===== src/hbd_pkg.sv =====
// Purpose: Shared constants and types for the H-bridge fault diagnostics block.
// Assumes: Core clock of 50 MHz (20 ns period).
// Notes: Times are kept in ns; cycle counts are derived from them.
package hbd_pkg;

  localparam int unsigned CLK_PERIOD_NS = 20;

  // Over-current deglitch: nominal delay, rounded up to whole cycles
  localparam int unsigned OC_DELAY_NS = 10000;
  localparam int unsigned OC_DELAY_CYCLES = (OC_DELAY_NS + CLK_PERIOD_NS - 1) / CLK_PERIOD_NS;

  // Open-load qualification: least time, rounded up
  localparam int unsigned OPEN_LOAD_NS = 1000000;
  localparam int unsigned OPEN_LOAD_CYCLES = (OPEN_LOAD_NS + CLK_PERIOD_NS - 1) / CLK_PERIOD_NS;

  // Pulsed status least low time, rounded up
  localparam int unsigned PULSE_MIN_NS = 3000;
  localparam int unsigned PULSE_MIN_CYCLES = (PULSE_MIN_NS + CLK_PERIOD_NS - 1) / CLK_PERIOD_NS;

  localparam int unsigned TMR_WIDTH = 16;
  localparam int unsigned PULSE_WIDTH = 8;

  // Half-bridge index positions in the gate vectors
  localparam int unsigned HALF_A = 0;
  localparam int unsigned HALF_B = 1;

  // Reset values
  localparam logic [1:0] GATE_RST = 2'h0;
  localparam logic [1:0] DIR_RST = 2'h0;
  localparam logic [TMR_WIDTH-1:0] TMR_RST = 16'h0000;
  localparam logic [PULSE_WIDTH-1:0] PULSE_RST = 8'h00;

  typedef enum logic [1:0] {
    MODE_QUIESCENT,
    MODE_CLOCKWISE,
    MODE_COUNTER,
    MODE_BRAKE
  } hbd_mode_t;

endpackage : hbd_pkg


===== src/hbd_tmr_if.sv =====
// Purpose: Carrier between the diagnostics core and its qualification timers.
// Assumes: Both ends share core_clk.
// Notes: run is a level; expired stays high while run holds past the limit.
`timescale 1ns/1ps
interface hbd_tmr_if;
  logic run;
  logic expired;
  modport owner (output run, input expired);
  modport timer (input run, output expired);
endinterface : hbd_tmr_if

===== src/hbd_fault_diag.sv =====
// Purpose: Drive decode, protection latches and status reporting for an H-bridge.
// Assumes: All sense inputs are digital comparator results synchronous to core_clk.
// Notes: Open-drain pulsed status is given as a value and an output enable.
`timescale 1ns/1ps

module hbd_fault_diag #(
  parameter int unsigned OPEN_LOAD_LIMIT = hbd_pkg::OPEN_LOAD_CYCLES
) (
  input wire logic core_clk, // Core clock, 50 MHz
  input wire logic rst, // Async reset, high
  input wire logic dirCtrlA, // Direction input A
  input wire logic dirCtrlB, // Direction input B
  input wire logic overTemp, // Junction over-temperature trip
  input wire logic underVoltage, // Supply at or below under-voltage threshold
  input wire logic overVoltage, // Supply at or above over-voltage threshold
  input wire logic openLoadSense, // Open-load current criterion met
  input wire logic shortAtoB, // Short between outputs
  input wire logic shortAtoGnd, // Output A shorted to ground
  input wire logic shortBtoGnd, // Output B shorted to ground
  input wire logic shortAtoSupply, // Output A shorted to supply
  input wire logic shortBtoSupply, // Output B shorted to supply
  input wire logic [1:0] highConducting, // High-side active monitor per half
  input wire logic [1:0] lowConducting, // Low-side active monitor per half
  output logic [1:0] highSideSwitch, // High-side gate per half
  output logic [1:0] lowSideSwitch, // Low-side gate per half
  output logic faultPulseNOut, // Pulsed status drive value
  output logic faultPulseNOe, // Pulsed status enable, high pulls low
  output logic faultLatchedN // Latched status, low on fault
);
  import hbd_pkg::*;

  localparam logic [PULSE_WIDTH-1:0] PULSE_LOAD = PULSE_WIDTH'(PULSE_MIN_CYCLES);

  function automatic hbd_mode_t dirToMode(input logic [1:0] dir);
    hbd_mode_t m;
    m = MODE_QUIESCENT;
    unique case (dir)
      2'h0: m = MODE_QUIESCENT;
      2'h1: m = MODE_CLOCKWISE;
      2'h2: m = MODE_COUNTER;
      2'h3: m = MODE_BRAKE;
    endcase
    return m;
  endfunction : dirToMode

  logic [1:0] dirNow;
  logic [1:0] dirPrev_ff;
  logic inputToggle;
  hbd_mode_t modeNow;
  logic isQuiescent;
  logic isDriving;

  assign dirNow = {dirCtrlA, dirCtrlB};
  assign modeNow = dirToMode(dirNow);
  assign isQuiescent = (modeNow == MODE_QUIESCENT);
  assign isDriving = (modeNow == MODE_CLOCKWISE) || (modeNow == MODE_COUNTER);

  always_ff @(posedge core_clk or posedge rst) begin
    if (rst) begin
      dirPrev_ff <= DIR_RST;
    end else begin
      dirPrev_ff <= dirNow;
    end
  end

  assign inputToggle = (dirNow != dirPrev_ff);

  // Short detection only counts when the input drives the shorted node
  logic ocRaw;
  always_comb begin
    ocRaw = 1'b0;
    unique case (modeNow)
      MODE_QUIESCENT: ocRaw = 1'b0;
      MODE_CLOCKWISE: ocRaw = shortAtoB || shortBtoGnd || shortAtoSupply;
      MODE_COUNTER: ocRaw = shortAtoB || shortAtoGnd || shortBtoSupply;
      MODE_BRAKE: ocRaw = shortAtoGnd || shortBtoGnd;
    endcase
  end

  hbd_tmr_if ocTmr ();
  hbd_tmr_if olTmr ();

  assign ocTmr.run = ocRaw;
  assign olTmr.run = openLoadSense;

  hbd_timer #(.LIMIT(OC_DELAY_CYCLES)) ocDeglitch (
    .core_clk(core_clk),
    .rst(rst),
    .tmr(ocTmr)
  );

  hbd_timer #(.LIMIT(OPEN_LOAD_LIMIT)) olQualify (
    .core_clk(core_clk),
    .rst(rst),
    .tmr(olTmr)
  );

  // Protection latches; a set in the clearing cycle wins
  logic ocLatched_ff;
  logic otLatched_ff;
  logic ovLatched_ff;

  always_ff @(posedge core_clk or posedge rst) begin
    if (rst) begin
      ocLatched_ff <= 1'b0;
    end else begin
      ocLatched_ff <= ocTmr.expired || (ocLatched_ff && !inputToggle);
    end
  end

  always_ff @(posedge core_clk or posedge rst) begin
    if (rst) begin
      otLatched_ff <= 1'b0;
    end else begin
      otLatched_ff <= overTemp || (otLatched_ff && !inputToggle);
    end
  end

  always_ff @(posedge core_clk or posedge rst) begin
    if (rst) begin
      ovLatched_ff <= 1'b0;
    end else begin
      ovLatched_ff <= overVoltage || (ovLatched_ff && !inputToggle);
    end
  end

  // Live conditions also block, so the gates drop on the same edge that a latch sets
  logic driveEnable;
  assign driveEnable = !ocLatched_ff && !ocTmr.expired
    && !otLatched_ff && !overTemp
    && !ovLatched_ff && !overVoltage
    && !underVoltage;

  logic [1:0] wantHigh;
  logic [1:0] wantLow;
  always_comb begin
    wantHigh = 2'h0;
    wantLow = 2'h0;
    unique case (modeNow)
      MODE_QUIESCENT: begin
        wantHigh = 2'h0;
        wantLow = 2'h0;
      end
      MODE_CLOCKWISE: begin
        wantHigh[HALF_B] = 1'b1;
        wantLow[HALF_A] = 1'b1;
      end
      MODE_COUNTER: begin
        wantHigh[HALF_A] = 1'b1;
        wantLow[HALF_B] = 1'b1;
      end
      MODE_BRAKE: begin
        wantHigh = 2'h3;
        wantLow = 2'h0;
      end
    endcase
  end

  // Monitor of the opposite transistor holds a gate off until it has released
  genvar h;
  generate
    for (h = 0; h < 2; h++) begin : gHalf
      always_ff @(posedge core_clk or posedge rst) begin
        if (rst) begin
          highSideSwitch[h] <= GATE_RST[h];
          lowSideSwitch[h] <= GATE_RST[h];
        end else begin
          highSideSwitch[h] <= driveEnable && wantHigh[h] && !lowConducting[h] && !lowSideSwitch[h];
          lowSideSwitch[h] <= driveEnable && wantLow[h] && !highConducting[h] && !highSideSwitch[h];
        end
      end
    end
  endgenerate

  // Status: under-voltage and over-voltage take no part here
  // Latch next states, so a latch cleared by a toggle cannot re-arm the status latch
  logic olFault;
  logic ocActive;
  logic otActive;
  logic faultNow;
  assign olFault = olTmr.expired && isDriving;
  assign ocActive = ocTmr.expired || (ocLatched_ff && !inputToggle);
  assign otActive = overTemp || (otLatched_ff && !inputToggle);
  assign faultNow = ocActive
    || (otActive && !isQuiescent)
    || olFault;

  logic [PULSE_WIDTH-1:0] pulseCnt_ff;
  logic [PULSE_WIDTH-1:0] nxt_pulseCnt;
  always_comb begin
    nxt_pulseCnt = pulseCnt_ff;
    if (faultNow) begin
      nxt_pulseCnt = PULSE_LOAD;
    end else if (pulseCnt_ff != PULSE_RST) begin
      nxt_pulseCnt = pulseCnt_ff - 8'h01;
    end
  end

  always_ff @(posedge core_clk or posedge rst) begin
    if (rst) begin
      pulseCnt_ff <= PULSE_RST;
    end else begin
      pulseCnt_ff <= nxt_pulseCnt;
    end
  end

  // Stretch counter keeps the pin low past the fault end
  always_ff @(posedge core_clk or posedge rst) begin
    if (rst) begin
      faultPulseNOe <= 1'b0;
      faultPulseNOut <= 1'b0;
    end else begin
      faultPulseNOe <= faultNow || (pulseCnt_ff > 8'h01);
      faultPulseNOut <= 1'b0;
    end
  end

  logic statLatch_ff;
  logic nxt_statLatch;
  assign nxt_statLatch = faultNow || (statLatch_ff && !inputToggle);

  always_ff @(posedge core_clk or posedge rst) begin
    if (rst) begin
      statLatch_ff <= 1'b0;
    end else begin
      statLatch_ff <= nxt_statLatch;
    end
  end

  // Quiescent pulls the latched pin low, as the bias pull-down would
  always_ff @(posedge core_clk or posedge rst) begin
    if (rst) begin
      faultLatchedN <= 1'b0;
    end else begin
      faultLatchedN <= !(nxt_statLatch || isQuiescent);
    end
  end

endmodule : hbd_fault_diag


===== src/hbd_timer.sv =====
// Purpose: Counts consecutive cycles of a level and flags when a limit is reached.
// Assumes: run is synchronous to core_clk.
// Notes: Any drop of run restarts the count, which gives the deglitch behaviour.
`timescale 1ns/1ps
module hbd_timer #(
  parameter int unsigned LIMIT = 1
) (
  input wire logic core_clk, // Core clock
  input wire logic rst, // Async reset, high
  hbd_tmr_if.timer tmr // Run level in, expiry out
);
  import hbd_pkg::*;

  localparam logic [TMR_WIDTH-1:0] LIMIT_W = TMR_WIDTH'(LIMIT);

  logic [TMR_WIDTH-1:0] count_ff;

  always_ff @(posedge core_clk or posedge rst) begin
    if (rst) begin
      count_ff <= TMR_RST;
    end else if (!tmr.run) begin
      count_ff <= TMR_RST;
    end else if (count_ff != LIMIT_W) begin
      count_ff <= count_ff + 16'h0001;
    end
  end

  // Saturates, so expiry holds as long as the condition does
  assign tmr.expired = tmr.run && (count_ff == LIMIT_W);

endmodule : hbd_timer


===== config.mk =====
export PLATFORM = sky130hd
export DESIGN_NAME = hbd_fault_diag
export DESIGN_NICKNAME = d
export VERILOG_FILES = /design/src/hbd_pkg.sv /design/src/hbd_tmr_if.sv /design/src/hbd_fault_diag.sv /design/src/hbd_timer.sv
export SDC_FILE = /design/constraint.sdc
export NUM_CORES = 1
export LEC_CHECK = 0
export BUFFER_PORTS_ARGS = -buffer_cell sky130_fd_sc_hd__buf_4
export CAP_MARGIN = 20
export CELL_PAD_IN_SITES_DETAIL_PLACEMENT = 0
export CELL_PAD_IN_SITES_GLOBAL_PLACEMENT = 2
export CORE_ASPECT_RATIO = 0.6
export CORE_MARGIN = 2
export CORE_UTILIZATION = 34
export DETAILED_ROUTE_END_ITERATION = 16
export HOLD_SLACK_MARGIN = 0.06
export PLACE_DENSITY = 0.87
export REMOVE_ABC_BUFFERS = 1
export SETUP_SLACK_MARGIN = 0.15
export SLEW_MARGIN = 20
export SYNTH_ARGS = -nofsm -noshare
export SYNTH_HDL_FRONTEND = slang
export SYNTH_SLANG_ARGS = --single-unit

===== constraint.sdc =====
create_clock -name core_clk -period 2.3 [get_ports core_clk]
set_clock_uncertainty 0.2 [all_clocks]
set_input_delay 0.23 -clock core_clk [delete_from_list [all_inputs] [get_ports core_clk]]
set_output_delay 0.23 -clock core_clk [all_outputs]
set_load 0.05 [all_outputs]

==> flow_metrics.py, run 1 <==
metrics = {
    "synthesis": {
        "synth_area_leaders": "dfrtp_1 48%, xnor2_1 6.8%, ha_1 4.6%, nor2_1 3.9%, o21ai_0 3.1%",
        "ys_warn_count": 0,
        "yosysTopAreaCell": "dfrtp_1",
        "synthDistinctLibCells": 41,
        "ys_seq_area_share_pct": 48.1,
        "synth-seq-cells": 52,
        "syn-cell-area_mm2": 0.00271,
        "yosys.area.top_type_share_pct": 48.1,
        "syn_avg_cell_area_um2": 9.63,
        "syn_inst": 281,
    },
    "global_routing": {
        "grt_max_degree": 53,
        "grt_pass1_wl_um": 10800,
        "grt_antenna_before_repair": 0,
        "overflow": 0,
        "grt_util_all_layers_pct": 16.1,
        "grt_pass1_vias": 2160,
    },
    "drt": {
        "drt-met1-wl_um": 3530,
        "drc": 0,
        "wl_um": 6340,
        "wl_met3_um": 297,
        "drt_iter0_drc": 118,
        "detail-route-antenna-nets": 0,
        "wl_per_cell_um": 14.3,
        "highest_layer": "met4",
        "drt_pass1_iterations": 6,
        "met2_length_um": 2430,
        "drt-vias-per-instance": 4.95,
        "via_count": 2199,
    },
    "timing": {
        "rsz0062_at_grt": "true",
        "max_freq_mhz": 449,
        "fin_crit_ps": 2230,
        "slew_headroom_pct": 55.2,
        "setup_viol_count_final": 0,
        "slew_violations": 0,
        "tightestPinTransition_ps": 672,
        "finalSetupTns_ps": 0,
        "hold_viol": 0,
        "fin_crit_sh_pct": 96.9,
    },
    "power": {
        "p_per_area_mw_per_mm2": 581,
        "vdd_ir_drop_max_uv": 274,
        "p_leak_nw": 1.43,
    },
    "critical_path": {
        "critPathLaunchType": "register",
        "endpoint_kind": "register",
        "critPathKind": "register to register",
        "cp_max_fo": 5,
        "worstPathArrival_ps": 2200,
        "crit_required_ps": 2280,
    },
    "run": {
        "maxCapViolCount": 0,
    },
    "clock_network": {
        "cts_tree": "built",
        "numClockSinks": 52,
        "clock_latency_ps": 290,
        "clk_transition_reported_paths_ps": 70,
        "root_buffer": "clkbuf_16",
        "cts_made_buffers": 5,
        "cts-htree-levels": 2,
        "cts_max_path_buffers": 2,
    },
    "floorplanning": {
        "core-area_mm2": 0.00779,
        "die_x_um": 119,
        "chipHeight_um": 73.1,
        "ios": 24,
        "initial_core_util_pct": 34.7,
        "num_rows": 25,
        "die-area_mm2": 0.00871,
    },
    "placed_design": {
        "gp_congestion": 0.787,
        "dpl.hpwl_um": 4520,
        "dpl_cell_area_mm2": 0.00313,
        "portBuffers": 22,
        "dp_cells": 424,
    },
    "min_path": {
        "hold_class": "primary input to register",
    },
    "final_layout": {
        "layout.cells.non_filler": 444,
        "nNetsFinal": 362,
        "syn_to_final_growth_pct": 27.1,
        "diodes": 0,
        "drive_gt1_share_pct": 21.1,
        "design_area_mm2": 0.00344,
    },
    "run_status": {
        "status": "complete, no violations",
    },
}
==> final timing paths <==
kind,startpoint,endpoint,slack (ps),cells after the start
setup reg to reg,ocDeglitch.count_ff[10],pulseCnt_ff[5],70,5
setup / recovery,ocDeglitch.count_ff[10],pulseCnt_ff[5],70,5
max in group asynchronous,rst,olQualify.count_ff[0],940,4
min in group asynchronous,rst,ocDeglitch.count_ff[15],480,4
hold reg to reg,highSideSwitch[0],lowSideSwitch[0],250,1
hold / removal,dirCtrlA,ocLatched_ff,220,4
==> stage by stage <==
step | hold slack (ps) | total power [mW] | setup WS [ps] | util [%]
after floorplan | 61.4 | 1.15 | -19.6 | -
after global placement | 183 | 1.25 | 101 | 40.1
after detailed placement | 187 | 1.25 | 58.8 | 40.1
after CTS | 210 | 2.02 | 82.3 | 43.7
after global routing | 264 | 2.09 | 5.72 | 44.1
final | 218 | 2.00 | 70.8 | 44.1
==> repair_timing <==
| action | CTS | global route |
|---|---|---|
| pin swaps | 4 | 5 |
| hold endpoints to repair | 60 | 0 |
| resized for setup | 6 | 7 |
| hold buffers | 9 | 0 |
| buffers inserted | 1 | 2 |
| endpoints found under the setup margin | 10 | 16 |
==> cell usage after synthesis, drive strengths merged <==
cell    instances
or4             7
a41o            1
and4            2
o32ai           1
and3            2
nor3           14
a211oi          1
or3            13
or3b            2
inv            19
a31oi           2
nor4           13
nand2          14
or2             1
nor2           28
and4b           3
o21bai          1
buf             3
nand3           9
xnor2          21
ha             10
o21ai          17
mux2i           3
nor4b           5
a211o           1
nand3b          1
clkbuf          6
a31o            1
xor2            2
nand2b          2
conb            1
nand4           7
dfrtp          52
o31a            1
or4b            1
a21oi          14
==> power breakdown <==
group	leakage, nW	total (mW)	internal (mW)	switching (mW)
clock	0.0736	0.742	0.402	0.340
sequential	0.681	0.990	0.953	0.0375
combinational	0.672	0.267	0.120	0.147
==> worst max-delay path, cell delays in order (launching register included) <==
cell	delay [ps]
dfrtp_1	380
or4b_1	520
or4_4	510
o32ai_4	290
buf_6	170
nor3_1	50
==> area by class of cell <==
type | count | area, um^2
repair buffers | 56 | 450
flip-flops and latches | 52 | 1300
fillers | 738 | 4350
clock inverters | 3 | 18.8
clock buffers | 5 | 125
inverters | 19 | 71.3
multi-input cells | 201 | 1330
well taps | 108 | 135
==> cells by family (layout without fill, tap and decap cells) <==
logic type      after synthesis  after routing  synth area share, %
simple gates                124            124                 25.6
flops                        52             52                 48.1
compound gates               40             40                 8.70
buf+inv                      28             83                 4.30
xor+xnor                     23             23                 7.45
fa+ha+maj                    10             10                 4.63
mux                           3              3                 1.11
other cells                   1              1                0.139
==> cell usage in the layout (no fill, tap or decap), drive strengths merged, types with 2 or more instances in the layout <==
| master | n |
|---|---|
| dfrtp | 52 |
| clkinv | 3 |
| nand2 | 14 |
| or3 | 13 |
| o21ai | 17 |
| xnor2 | 21 |
| and4b | 3 |
| nor4 | 13 |
| ha | 10 |
| a21oi | 14 |
| nand4 | 7 |
| a31oi | 2 |
| or3b | 2 |
| nor2 | 28 |
| inv | 19 |
| buf | 47 |
| and4 | 2 |
| mux2i | 3 |
| xor2 | 2 |
| or4 | 7 |
| and3 | 2 |
| nor4b | 5 |
| nor3 | 14 |
| nand3 | 9 |
| dlygate4sd3 | 9 |
| nand2b | 2 |
| clkbuf | 5 |
==> routing by layer <==
| metal | vias up | track usage, % |
|---|---|---|
| met4 | 0 | 5.95 |
| met5 | - | 0 |
| met1 | 1023 | 25.3 |
| li1 | 1112 | - |
| met3 | 11 | 3.67 |
| met2 | 53 | 21.1 |
==> state kept, by name (all words and copies together) (netlist names), 2 cells and up <==
name / cells
ocDeglitch.count_ff: 16
olQualify.count_ff: 16
pulseCnt_ff: 8
dirPrev_ff: 2
highSideSwitch: 2
lowSideSwitch: 2
Note: power is estimated with default switching activity, not from simulation.
==> run 2, diff against run 1 <==
- GPL_TIMING_DRIVEN: not set -> 0
==> flow_metrics.py, run 2 (synthesis results as in run 1) <==
metrics = {
    "critical_path": {
        "crit_required_ps": 2230,
        "critPathLaunchType": "register",
        "critPathKind": "register to register",
        "cp_slowest_stage_delay_ps": 510,
        "endpoint_kind": "register",
        "critPathSlowestCell": "or4_4",
        "cp_max_fo": 11,
        "worstPathArrival_ps": 2200,
        "path_cells": "or4b_1 -> or4_4 -> o32ai_4 -> buf_12 -> nor3_1",
    },
    "floorplanning": {
        "ios": 24,
        "initial_core_util_pct": 34.7,
        "die_x_um": 119,
        "die-area_mm2": 0.00871,
        "chipHeight_um": 73.1,
        "core-area_mm2": 0.00779,
        "num_rows": 25,
    },
    "clock_network": {
        "cts_made_buffers": 5,
        "root_buffer": "clkbuf_16",
        "cts-htree-levels": 2,
        "clock_latency_ps": 290,
        "clk_transition_reported_paths_ps": 70,
        "cts_max_path_buffers": 2,
        "numClockSinks": 52,
        "cts_tree": "built",
    },
    "final_layout": {
        "layout.cells.non_filler": 433,
        "fillers": 760,
        "nNetsFinal": 351,
        "final_cell_mix": "49 x dfrtp_1, 35 x buf_4, 27 x nor2_1, 21 x xnor2_1, 17 x inv_1",
        "design_area_mm2": 0.00337,
        "diodes": 0,
        "fin_util_pct": 43.3,
        "mostFrequentLayoutCell": "dfrtp_1",
        "syn_to_final_growth_pct": 24.6,
        "reg_top3": "ocDeglitch.count_ff (16), olQualify.count_ff (16), pulseCnt_ff (8)",
        "drive_gt1_share_pct": 19.1,
    },
    "power": {
        "vdd_ir_drop_max_uv": 284,
        "p_total_mw": 1.99,
        "p_per_area_mw_per_mm2": 592,
        "p_leak_nw": 1.36,
    },
    "timing": {
        "hold_viol": 0,
        "slew_headroom_pct": 49.6,
        "fin_crit_ps": 2270,
        "rsz0062_at_grt": "true",
        "tightestPinTransition_ps": 751,
        "fin_crit_sh_pct": 98.5,
        "setup_viol_count_final": 0,
        "slew_violations": 0,
        "max_freq_mhz": 441,
    },
    "global_routing": {
        "grt_pass1_vias": 2043,
        "grt_util_all_layers_pct": 14.6,
        "grt_pass1_wl_um": 10100,
        "grt_antenna_before_repair": 0,
        "grt_max_degree": 53,
        "overflow": 0,
    },
    "run_status": {
        "status": "complete, no violations",
    },
    "drt": {
        "wl_um": 5890,
        "drt_iter0_drc": 144,
        "detail-route-antenna-nets": 0,
        "wl_per_cell_um": 13.6,
        "drc": 0,
        "drt-vias-per-instance": 4.98,
        "via_count": 2155,
        "drt_pass1_iterations": 4,
    },
    "placed_design": {
        "gp_congestion": 0.756,
        "dpl_cell_area_mm2": 0.00296,
        "portBuffers": 22,
        "dpl.hpwl_um": 4000,
        "dp_cells": 402,
    },
    "run": {
        "maxCapViolCount": 0,
    },
    "min_path": {
        "hold_class": "primary input to register",
    },
}
-- run 2: timing repair --
item                       4_1_cts  5_1_grt
hold endpoints to repair        60        0
gates resized for setup          6       10
setup endpoints to repair       15       18
cloned                           0        0
pin swaps                        2        4
hold buffers                     9        0
buffers inserted                 3       11
-- run 2: worst max-delay path: cells and delay by family (launching register included) --
kind	cells	cell delay (ps)
simple gates	3	1040
buf+inv	1	170
flops	1	440
compound gates	1	260
-- run 2: area by class of cell --
| class | count | area [um^2] | share of cell area [%] |
|---|---|---|---|
| well taps | 108 | 135 | 4.01 |
| clock buffers | 7 | 143 | 4.23 |
| multi-input cells | 201 | 1330 | 39.6 |
| inverters | 19 | 73.8 | 2.19 |
| repair buffers | 45 | 373 | 11.1 |
| flip-flops and latches | 52 | 1310 | 38.7 |
| clock inverters | 1 | 7.51 | 0.223 |
-- run 2: per-layer routing --
layer / vias to the layer above / GRT usage [%] / share of wire (%)
met5: - / 0 / 0
met4: 0 / 3.97 / 0.64
met3: 2 / 3.28 / 3.8
met2: 36 / 20.4 / 41
met1: 1029 / 22.6 / 54
li1: 1088 / - / -
-- run 2: path summary, 6_finish.rpt --
check	startpoint	endpoint	slack (ps)	cells past startpoint
max	ocDeglitch.count_ff[11]	pulseCnt_ff[3]	30	5
min	underVoltage	highSideSwitch[0]	160	5
max reg2reg	ocDeglitch.count_ff[11]	pulseCnt_ff[3]	30	5
min reg2reg	lowSideSwitch[0]	highSideSwitch[0]	250	1
max in group asynchronous	rst	olQualify.count_ff[0]	1030	3
min in group asynchronous	rst	olQualify.count_ff[9]	390	3
-- run 2: where the power goes --
| part | switching (mW) | internal (mW) |
|---|---|---|
| sequential | 0.0398 | 0.953 |
| clock | 0.317 | 0.434 |
| combinational | 0.136 | 0.115 |
-- run 2: metrics by stage --
stage          setup slack, ps  TNS (ps)  hold WS [ps]
2_1_floorplan            -19.6     -19.6          61.4
3_3_place_gp              -602    -14770           185
3_5_place_dp              -614     -4430           185
4_1_cts                  -22.0     -97.3           211
5_1_grt                  -24.0     -98.4           179
6_report                  33.8         0           155
==> run 3, diff against run 2 <==
- CORE_UTILIZATION: 34 -> 37
- CTS_BUF_LIST: not set -> sky130_fd_sc_hd__clkbuf_16
- PLACE_DENSITY: 0.87 -> 0.9
- clock period: 2.3 -> 2.1 ns (I/O delays scaled with it)
==> flow_metrics.py, run 3 (synthesis results as in run 1) <==
metrics = {
    "global_routing": {
        "use_met1_pct": 27.6,
        "grt_max_degree": 53,
        "grt_util_all_layers_pct": 16.4,
        "grt.busiest_layer": "met1",
        "overflow": 0,
        "grt_antenna_before_repair": 0,
        "use_met3_pct": 4.08,
        "met2_usage_pct": 19.7,
        "grt_pass1_wl_um": 10300,
        "grt_pass1_vias": 2065,
    },
    "timing": {
        "slew_headroom_pct": 47.0,
        "setup_viol_count_final": 11,
        "whs_ps": 103,
        "tightestPinTransition_ps": 789,
        "setup_ws_ps": -203,
        "max_freq_mhz": 434,
        "fin_crit_ps": 2300,
        "rsz0062_at_grt": "true",
        "finalSetupTns_ps": -1980,
        "hold_viol": 0,
        "slew_violations": 0,
        "fin_crit_sh_pct": 110,
    },
    "final_layout": {
        "diodes": 0,
        "fin_util_pct": 48.4,
        "final_cell_mix": "46 x dfrtp_1, 38 x buf_4, 28 x nor2_1, 21 x xnor2_1, 19 x inv_1",
        "fillers": 656,
        "mostFrequentLayoutCell": "dfrtp_1",
        "multi_input_area_mm2": 0.00143,
        "reg_top3": "ocDeglitch.count_ff (16), olQualify.count_ff (16), pulseCnt_ff (8)",
        "syn_to_final_growth_pct": 28.5,
        "register_area_mm2": 0.00131,
        "nNetsFinal": 355,
        "drive_gt1_share_pct": 24.9,
    },
    "floorplanning": {
        "die_x_um": 114,
        "chipHeight_um": 70.2,
        "ios": 24,
        "core-area_mm2": 0.00718,
        "initial_core_util_pct": 37.7,
        "num_rows": 24,
        "die-area_mm2": 0.00803,
    },
    "critical_path": {
        "worstRegToRegCells": 5,
        "r2r_slack_ps": -200,
        "cp_max_fo": 11,
        "worstReg2RegEnd": "pulseCnt_ff[5]",
        "endpoint_kind": "register",
        "worstPathArrival_ps": 2250,
        "critPathKind": "register to register",
        "crit_required_ps": 2040,
        "r2r-start": "ocDeglitch.count_ff[11]",
        "critPathLaunchType": "register",
        "timing.critical_path.from": "ocDeglitch.count_ff[11]",
        "crit_end": "pulseCnt_ff[5]",
    },
    "power": {
        "p_seq_share_pct": 49.5,
        "pwr-share-clk_pct": 37.5,
        "intPower_mw": 1.61,
        "combPwrFrac_pct": 13.0,
        "p_total_mw": 2.19,
        "p_leak_nw": 1.39,
        "vdd_ir_drop_max_uv": 275,
        "p_sw_share_pct": 26.4,
        "p_per_area_mw_per_mm2": 631,
        "p_sw_mw": 0.580,
    },
    "placed_design": {
        "gp_congestion": 0.792,
        "portBuffers": 22,
        "dpl.hpwl_um": 3970,
        "place_ws_ps": -757,
    },
    "run": {
        "maxCapViolCount": 0,
    },
    "run_status": {
        "status": "finished with violations",
        "violations": "setup timing",
    },
    "min_path": {
        "hold_class": "primary input to register",
    },
    "clock_network": {
        "clk_transition_reported_paths_ps": 70,
        "clock_latency_ps": 300,
        "cts-htree-levels": 2,
        "numClockSinks": 52,
        "cts_tree": "built",
        "root_buffer": "clkbuf_16",
        "cts_max_path_buffers": 2,
        "cts_made_buffers": 5,
    },
    "drt": {
        "drt_pass1_iterations": 4,
        "detail-route-antenna-nets": 0,
        "via_count": 2198,
        "wl_per_cell_um": 14.8,
        "drc": 0,
        "drt-vias-per-instance": 5.23,
        "drt_iter0_drc": 133,
        "wl_um": 6200,
    },
}
-- run 3: cell types whose count changed in the layout (fill, tap and decap cells not counted), sizes merged --
cell and delta:
buf +4, clkbuf -2, clkinv +1, inv +1
-- run 3: how the worst min path moves through the flow --
stage                     slack [ps]                endpoint          from  cells past startpoint
after floorplan                   40           dirPrev_ff[0]      dirCtrlB                      0
after global placement           170           dirPrev_ff[1]      dirCtrlA                      1
after detailed placement         170  ocDeglitch.count_ff[8]           rst                      2
after CTS                        120       highSideSwitch[0]  underVoltage                      5
after global routing             140       highSideSwitch[1]  underVoltage                      5
final                            100       highSideSwitch[1]  underVoltage                      5
-- run 3: stage by stage --
stage / instance area (um^2) / std cells
after detailed placement: 2940 / 385
final: 3480 / 420
after CTS: 3300 / 411
after floorplan: 2660 / 272
after global placement: 2940 / 385
after global routing: 3480 / 420
-- run 3: final cells by class --
class / instances / share of cell area (%)
repair buffers: 49 / 11.7
clock inverters: 3 / 0.576
well taps: 91 / 3.28
clock buffers: 5 / 3.60
flip-flops and latches: 52 / 37.7
inverters: 19 / 2.12
multi-input cells: 201 / 41.1
-- run 3: power groups by stage --
stage / Sequential (mW) / Clock [mW] / Combinational (mW)
2_1_floorplan: 1.10 / 0 / 0.158
3_3_place_gp: 1.11 / 0 / 0.236
3_5_place_dp: 1.11 / 0 / 0.241
4_1_cts: 1.09 / 0.849 / 0.264
5_1_grt: 1.09 / 0.895 / 0.327
6_report: 1.09 / 0.822 / 0.286
-- run 3: worst max-delay path, cell delays in order (launching register included) --
cell and delay, ps:
dfrtp_2 450, or4b_1 480, or4_4 530, o32ai_4 270
buf_12 170, nor3_1 50
-- run 3: per-layer routing --
layer  vias up  share of wire, %
met4         0               1.1
met2        38                39
met5         -                 0
met3         7               4.9
met1      1057                55
li1       1096                 -
-- run 3: timing repair --
item	CTS	global route
setup buffers	9	9
pin swaps	5	8
hold endpoints to repair	60	0
setup endpoints to repair	18	24
gates resized for setup	13	22
hold buffers	9	0
